### src/pkg/sdd_regs.vh
// Purpose: Shared constants of the two-axis sinc decimator front end
// Assumes: Included by bare name from the design files
// Notes: Definitions only
`ifndef SDD_REGS_VH
`define SDD_REGS_VH

// Clock rates in Hz
`define SDD_CLK_HZ 26'h17d7840
`define SDD_PROC_HZ 26'h07a1200
`define SDD_MOD_HZ 26'h00f4240

// Fractional divider accumulator width
`define SDD_ACC_W 26

// Processing slots in one modulator period, and slot fields
`define SDD_SLOTS (`SDD_PROC_HZ / `SDD_MOD_HZ)
`define SDD_SLOT_W 3
`define SDD_SLOT_LAST 3'h7
`define SDD_SLOT_FALL 3'h4
`define SDD_SLOT_CAPT 3'h0
`define SDD_SLOT_GATE_A 3'h2
`define SDD_SLOT_GATE_B 3'h6

// Sinc datapath
`define SDD_DATA_W 14
`define SDD_SEL_W 4
`define SDD_POS_ONE 14'h0001
`define SDD_NEG_ONE 14'h3fff
`define SDD_LAST_R16 4'hf
`define SDD_LAST_R8 4'h7
`define SDD_RST_DATA 14'h0000
`define SDD_RST_CNT 4'h0
`define SDD_RST_R16 1'b1
`define SDD_RST_MOD_CLK 1'b1

`endif

### src/design/sdd_top.v
// Purpose: Two-axis third-order sinc decimator for sigma-delta bitstreams
// Assumes: Bitstream inputs are synchronous to CLK and follow MOD_CLK
// Notes: Output words are raw two's complement sums, full scale +-4096
//   The dropped tick opens the last processing cycle before each modulator edge
//   The first three samples after reset, and the first, third and fifth after a change to ratio 8, are settling values; a change to ratio 16 adds none
// How it works
// - Two axes, separate datapaths, shared tick and bit strobe
// - One input bit per microsecond per axis
// - 8 MHz ticks, gated down to 6 MHz
// - Drop one tick before each modulator edge
// - Third-order sinc, length sixteen, serial to parallel
// - Output every 8 or 16 input bits
// - Four-bit select per axis picks ratio
`timescale 1ns/10ps
`default_nettype none
`include "sdd_regs.vh"

module sdd_top (
  input wire CLK, // System clock, 25 MHz
  input wire RST_N, // Synchronous reset, active low
  input wire X_BITSTREAM, // X modulator output bit
  input wire Y_BITSTREAM, // Y modulator output bit
  input wire [3:0] X_FILTER_SELECT, // X low-pass filter selection
  input wire [3:0] Y_FILTER_SELECT, // Y low-pass filter selection
  output reg MOD_CLK, // 1 MHz modulator clock
  output reg PROC_EN, // Gated processing tick, one-cycle pulse
  output wire [13:0] X_SAMPLE, // X decimated sample
  output wire X_VALID, // X sample strobe, one cycle
  output wire [13:0] Y_SAMPLE, // Y decimated sample
  output wire Y_VALID // Y sample strobe, one cycle
);

  // Selections with an even code run at 16 us, odd codes at 8 us
  function ratio_is_16;
    input [`SDD_SEL_W-1:0] sel;
    begin
      ratio_is_16 = ~sel[0];
    end
  endfunction

  // Bit 1 weighs +1 and bit 0 weighs -1
  function [`SDD_DATA_W-1:0] bit_weight;
    input in_bit;
    begin
      if (in_bit) begin
        bit_weight = `SDD_POS_ONE;
      end else begin
        bit_weight = `SDD_NEG_ONE;
      end
    end
  endfunction

  // Bit count that closes one output period
  function [3:0] last_count;
    input use_r16;
    begin
      if (use_r16) begin
        last_count = `SDD_LAST_R16;
      end else begin
        last_count = `SDD_LAST_R8;
      end
    end
  endfunction

  // Comb tap: previous decimated value at ratio 16, the one before it at ratio 8
  function [`SDD_DATA_W-1:0] comb_tap;
    input use_r16;
    input [`SDD_DATA_W-1:0] tap_one;
    input [`SDD_DATA_W-1:0] tap_two;
    begin
      if (use_r16) begin
        comb_tap = tap_one;
      end else begin
        comb_tap = tap_two;
      end
    end
  endfunction

  wire raw_tick;
  reg [`SDD_SLOT_W-1:0] slot;
  reg [`SDD_SLOT_W-1:0] next_slot;
  reg gated;
  reg next_mod_clk;
  reg bit_stb;
  reg proc_tick;
  wire [1:0] bits_in;
  wire [`SDD_SEL_W-1:0] sel_in [0:1];
  wire [`SDD_DATA_W-1:0] smp [0:1];
  wire vld [0:1];

  assign bits_in = {Y_BITSTREAM, X_BITSTREAM};
  assign sel_in[0] = X_FILTER_SELECT;
  assign sel_in[1] = Y_FILTER_SELECT;

  sdd_tick u_tick (
    .clk(CLK),
    .rst_n(RST_N),
    .tick(raw_tick)
  );

  // Slot sequencer: eight ticks per modulator period
  always @* begin
    next_slot = slot;
    if (raw_tick) begin
      if (slot == `SDD_SLOT_LAST) begin
        next_slot = {`SDD_SLOT_W{1'b0}};
      end else begin
        next_slot = slot + {{(`SDD_SLOT_W-1){1'b0}}, 1'b1};
      end
    end
    // Rising edge at slot 0, falling at slot 4
    next_mod_clk = (next_slot < `SDD_SLOT_FALL);
    // Drop the tick that opens the last processing cycle before either edge,
    // so no datapath switching disturbs the modulator while it settles
    gated = (slot == `SDD_SLOT_GATE_A) || (slot == `SDD_SLOT_GATE_B);
    proc_tick = raw_tick && !gated;
  end

  always @(posedge CLK) begin
    if (!RST_N) begin
      slot <= {`SDD_SLOT_W{1'b0}};
      MOD_CLK <= `SDD_RST_MOD_CLK;
      PROC_EN <= 1'b0;
      bit_stb <= 1'b0;
    end else begin
      slot <= next_slot;
      MOD_CLK <= next_mod_clk;
      // Strobes lag the raw tick by one cycle, as MOD_CLK does
      PROC_EN <= proc_tick;
      // One new bit per modulator period, taken in slot 0
      bit_stb <= proc_tick && (slot == `SDD_SLOT_CAPT);
    end
  end

  genvar g;
  generate
    for (g = 0; g < 2; g = g + 1) begin : axis
      // Each axis owns all of its state below
      reg [`SDD_DATA_W-1:0] int1;
      reg [`SDD_DATA_W-1:0] int2;
      reg [`SDD_DATA_W-1:0] int3;
      reg [`SDD_DATA_W-1:0] dly1_a;
      reg [`SDD_DATA_W-1:0] dly1_b;
      reg [`SDD_DATA_W-1:0] dly2_a;
      reg [`SDD_DATA_W-1:0] dly2_b;
      reg [`SDD_DATA_W-1:0] dly3_a;
      reg [`SDD_DATA_W-1:0] dly3_b;
      reg [3:0] cnt;
      reg r16;
      reg [`SDD_DATA_W-1:0] sample;
      reg valid;
      reg [`SDD_DATA_W-1:0] in_val;
      reg [`SDD_DATA_W-1:0] comb1;
      reg [`SDD_DATA_W-1:0] comb2;
      reg [`SDD_DATA_W-1:0] comb3;
      reg fire;

      always @* begin
        in_val = bit_weight(bits_in[g]);
        fire = bit_stb && (cnt == last_count(r16));
        // Comb delay of 1 at ratio 16 and 2 at ratio 8 keeps length 16
        comb1 = int3 - comb_tap(r16, dly1_a, dly1_b);
        comb2 = comb1 - comb_tap(r16, dly2_a, dly2_b);
        comb3 = comb2 - comb_tap(r16, dly3_a, dly3_b);
      end

      // Integrators step once per bit, combs once per output sample
      always @(posedge CLK) begin
        if (!RST_N) begin
          int1 <= `SDD_RST_DATA;
          int2 <= `SDD_RST_DATA;
          int3 <= `SDD_RST_DATA;
          dly1_a <= `SDD_RST_DATA;
          dly1_b <= `SDD_RST_DATA;
          dly2_a <= `SDD_RST_DATA;
          dly2_b <= `SDD_RST_DATA;
          dly3_a <= `SDD_RST_DATA;
          dly3_b <= `SDD_RST_DATA;
          cnt <= `SDD_RST_CNT;
          r16 <= `SDD_RST_R16;
          sample <= `SDD_RST_DATA;
          valid <= 1'b0;
        end else begin
          valid <= fire;
          if (bit_stb) begin
            // Integrators wrap modulo 2^14, which the combs undo
            int1 <= int1 + in_val;
            int2 <= int2 + int1;
            int3 <= int3 + int2;
            if (fire) begin
              cnt <= `SDD_RST_CNT;
              // Ratio changes take effect only at a sample boundary
              r16 <= ratio_is_16(sel_in[g]);
            end else begin
              cnt <= cnt + 4'h1;
            end
          end
          if (fire) begin
            dly1_a <= int3;
            dly1_b <= dly1_a;
            dly2_a <= comb1;
            dly2_b <= dly2_a;
            dly3_a <= comb2;
            dly3_b <= dly3_a;
            sample <= comb3;
          end
        end
      end

      assign smp[g] = sample;
      assign vld[g] = valid;
    end
  endgenerate

  assign X_SAMPLE = smp[0];
  assign X_VALID = vld[0];
  assign Y_SAMPLE = smp[1];
  assign Y_VALID = vld[1];

endmodule // sdd_top
`default_nettype wire

### src/design/sdd_tick.v
// Purpose: Fractional divider making 8 MHz processing ticks from the system clock
// Assumes: Rates from sdd_regs.vh; CLK faster than twice the tick rate
// Notes: Tick is a one-cycle pulse; average rate exact, spacing jitters by one cycle
`timescale 1ns/10ps
`default_nettype none
`include "sdd_regs.vh"

module sdd_tick (
  input wire clk, // System clock
  input wire rst_n, // Synchronous reset, active low
  output reg tick // One-cycle 8 MHz tick
);

  localparam [`SDD_ACC_W-1:0] STEP = `SDD_PROC_HZ;
  localparam [`SDD_ACC_W-1:0] MODULUS = `SDD_CLK_HZ;

  reg [`SDD_ACC_W-1:0] acc;
  reg [`SDD_ACC_W-1:0] next_acc;
  reg next_tick;

  always @* begin
    next_acc = acc + STEP;
    next_tick = 1'b0;
    if (next_acc >= MODULUS) begin
      next_acc = next_acc - MODULUS;
      next_tick = 1'b1;
    end
  end

  always @(posedge clk) begin
    if (!rst_n) begin
      acc <= {`SDD_ACC_W{1'b0}};
      tick <= 1'b0;
    end else begin
      acc <= next_acc;
      tick <= next_tick;
    end
  end

endmodule // sdd_tick
`default_nettype wire

### config.mk
export PLATFORM = sky130hd
export DESIGN_NAME = sdd_top
export DESIGN_NICKNAME = d
export VERILOG_FILES = /design/src/design/sdd_top.v /design/src/design/sdd_tick.v
export VERILOG_INCLUDE_DIRS = /design/src /design/src/pkg
export SDC_FILE = /design/constraint.sdc
export NUM_CORES = 1
export LEC_CHECK = 0
export ABC_AREA = 1
export BUFFER_PORTS_ARGS = -buffer_cell sky130_fd_sc_hd__buf_2
export CORE_MARGIN = 2
export CORE_UTILIZATION = 35
export DETAILED_ROUTE_END_ITERATION = 12
export SYNTH_ARGS = -nofsm -noshare
export SYNTH_HDL_FRONTEND = slang
export SYNTH_SLANG_ARGS = --single-unit
### constraint.sdc
create_clock -name CLK -period 5.7 [get_ports CLK]
set_input_delay 0 -clock CLK [delete_from_list [all_inputs] [get_ports CLK]]
set_output_delay 0 -clock CLK [all_outputs]
set_load 0.02 [all_outputs]
==> impl_metrics.toml <==
[outcome]
status = "completed"

[min_path]
worstHoldPathType = "primary input to flop"
hold_start = "RST_N"

[final_layout]
fillCellCount = 5523
antenna_cells = 0
multi_input_area_um2 = 10600
drive_above_1_share = 0.0598
finalNonFillerCells = 3390
layout.area.seq_um2 = 6390
layout-area-overhead-vs-synth_pct = 11.7
postLayoutCellArea_um2 = 21100
fin_nets = 2847

[clock_tree]
htree_levels = 2
cts_tree = "yes"
insertion_delay_ps = 550
cts_inserted_buffers = 39
cts-root-buf = "clkbuf_16"
cts_max_path_buffers = 3
clock_sinks = 319
clkTransAtPathRegs_ps = 60
cts_resized = 0

[global_route]
grt_first_pass_wirelength_um = 69400
grt_max_degree = 73
track_usage = 0.144
grt_pass1_vias = 15700
antenna_found_initial = 1
grt.overflow.total = 0

[critical_path]
crit_path_start = "axis[1].r16"
crit_arrival_ps = 5470
required_ps = 6150
cp-end-kind = "flop"
critPathMaxFanout = 15
worst_setup_path_start_kind = "flop"
worstRegToRegCells = 31
cpPeakStageDelay_ps = 480
cp_slowest_cell = "dfxtp_2"
r2r_setup_slack_ps = 680
cp-endpoint = "Y_SAMPLE[13]"
crit_top_cell = "nand2_1"
reg2reg_to = "Y_SAMPLE[13]"
worstSetupPathType = "flop to flop"
r2r_start = "axis[1].r16"

[synth]
synth_cell_types = 54
ys_seq_area_frac = 0.338
ys_ff_latch = 319
synth_nets = 2843
syn_area_per_cell_um2 = 7.11
synth_ff_type = "dfxtp_1"
synth_edf_count = 0
syn_inst = 2660
ys_warn_count = 0
syn_area_um2 = 18900
ys_async_sr_fraction = 0

[placement]
dpl-instance-area_um2 = 19700
hpwlAfterDp_um = 27400
dp.cells = 3317
port_buffers = 37
gp_congestion = 0.836

[die]
initial_utilization = 0.353
fp.coreArea_um2 = 53600
io_pins = 44
die_h_um = 236
die_w_um = 236
fp-row-count = 85
dieArea_um2 = 55900

[drt]
drt_iter0_markers = 723
firstDrtPassIters = 5
viasPerCell = 4.75
wl_per_cell_um = 11.8
vias = 16100
antenna_left = 0
wl_um = 40100
drc = 0

[timing]
setup_violations = 0
max_freq_ghz = 0.199
period_needed_ps = 5020
worst_slew_pin_slew_ps = 777
rsz0062_at_grt = "false"
setup_tns_ps = 0
timing.max_slew.rel_slack = 0.481
hold_viol = 0
maxSlewViolCount = 0
fin_skew_ps = 12.1
finalCritPeriodShare = 0.881

[power_and_ir_drop]
power_mw = 10.1
power_leakage_nw = 10.5
power.density_nw_per_um2 = 477
ir_drop_v = 0.000217

[run]
cap_violations = 0
-- metrics by stage --
stage,util,setup WS (ps),hold slack [ps]
finish,0.394,676,33.3
floorplan,-,237,90.6
global placement,0.368,862,208
detailed placement,0.368,674,211
global route,0.394,117,63.1
CTS,0.394,660,16.1
-- logic make-up after synthesis --
group | after synthesis | synth area share
AO/OA/AOI/OAI | 638 | 0.181
XOR/XNOR | 132 | 0.0646
adder cells (fa/ha/maj) | 171 | 0.118
buffers and inverters | 505 | 0.102
flip-flops | 319 | 0.338
AND/OR/NAND/NOR | 895 | 0.197
-- area by class of cell --
class / instances / share of cell area
multi-input cells: 1836 / 0.503
flip-flops and latches: 319 / 0.303
well taps: 696 / 0.0412
clock buffers: 52 / 0.0533
clock inverters: 19 / 0.0113
inverters: 414 / 0.0736
repair buffers: 54 / 0.0151
-- cells in the mapped netlist, types with 4 or more instances --
cell	n	share of area
nand4_1	16	0.0053
buf_1	12	0.0024
dfxtp_1	319	0.34
xor2_1	86	0.040
o21bai_1	16	0.0064
inv_2	5	0.00099
o21ai_1	6	0.0016
nand3b_1	10	0.0040
nand2_1	515	0.10
nor2_1	198	0.039
ha_1	159	0.11
o31ai_1	5	0.0020
o21ai_0	332	0.088
inv_1	407	0.081
clkbuf_1	73	0.014
fa_1	12	0.013
nand2_2	4	0.0013
a21o_1	6	0.0024
a21oi_1	185	0.049
nor3_1	18	0.0048
nand3_1	112	0.030
nand3_2	7	0.0037
xnor2_1	40	0.019
o22ai_1	63	0.021
a31oi_1	4	0.0013
-- layout by cell type, fill, tap and decap left out, types with 3 or more instances in the layout --
master	synthesis	layout
clkinv_2	0	9
bufinv_16	0	5
a31oi_1	4	4
xor2_2	3	3
o21ai_1	6	6
buf_4	2	15
clkbuf_1	73	3
inv_2	5	8
nor3_1	18	18
or2_2	3	3
o31ai_1	5	5
a21oi_1	185	185
fa_1	12	12
nor2_4	2	4
nor2_1	198	194
o21ai_0	332	332
nand3b_1	10	10
nand2_1	515	515
buf_2	2	37
xnor2_1	40	40
a21o_1	6	6
nand3_2	7	7
dfxtp_1	319	316
nand2_2	4	4
nor2_2	2	4
nand4_1	16	16
o22ai_1	63	63
a21boi_0	3	3
clkbuf_16	0	39
o21bai_1	16	16
nand3_1	112	112
inv_1	407	406
clkbuf_8	0	10
ha_1	159	159
dfxtp_2	0	3
xor2_1	86	86
inv_6	0	3
-- registers in the layout, summed over array words and instances (netlist names), 2 cells and up --
| name | count |
|---|---|
| axis.int2 | 28 |
| axis.cnt | 8 |
| axis.dly2_a | 28 |
| slot | 3 |
| axis.dly3_a | 28 |
| axis.int3 | 28 |
| axis.dly1_a | 28 |
| axis.int1 | 28 |
| axis.dly1_b | 28 |
| u_tick.acc | 20 |
| Y_SAMPLE | 14 |
| axis.dly3_b | 28 |
| axis.r16 | 2 |
| axis.dly2_b | 28 |
| X_SAMPLE | 14 |
-- report_power, final --
part / leakage [nW] / switching, mW / internal (mW) / total (mW)
combinational: 7.28 / 3.12 / 1.85 / 4.97
sequential: 2.58 / 0.121 / 2.37 / 2.49
clock: 0.680 / 0.992 / 1.62 / 2.61
total: 10.5 / 4.23 / 5.84 / 10.1
-- per-layer routing --
metal | part of all wire | global-route usage | vias to the layer above
met2 | 0.47 | 0.257 | 180
met4 | 0.020 | 0.0420 | 2
met1 | 0.47 | 0.175 | 7182
met5 | 0.00032 | 0 | -
met3 | 0.036 | 0.0267 | 61
li1 | - | - | 8684
-- timing repair --
item	CTS	global route
buffers inserted	0	0
endpoints found under the setup margin	0	0
hold buffers	2	0
hold endpoints to repair	2	0
-- worst min-delay path by stage --
| stage | slack, ps | to | cells past startpoint |
|---|---|---|---|
| after floorplan | 90 | axis[0].r16 | 1 |
| after global placement | 210 | axis[0].r16 | 2 |
| after detailed placement | 210 | axis[0].r16 | 2 |
| after CTS | 20 | u_tick.acc[17] | 4 |
| after global routing | 60 | axis[1].int1[13] | 4 |
| final | 30 | u_tick.acc[17] | 4 |
-- critical path: cells and delay by family (launching register included) --
| family | cells | cell delay (ps) |
|---|---|---|
| AO/OA/AOI/OAI | 3 | 560 |
| XOR/XNOR | 2 | 370 |
| adder cells (fa/ha/maj) | 4 | 1360 |
| buffers and inverters | 5 | 490 |
| flip-flops | 1 | 480 |
| AND/OR/NAND/NOR | 17 | 1670 |
No activity file was read; power rests on OpenSTA's default activity.
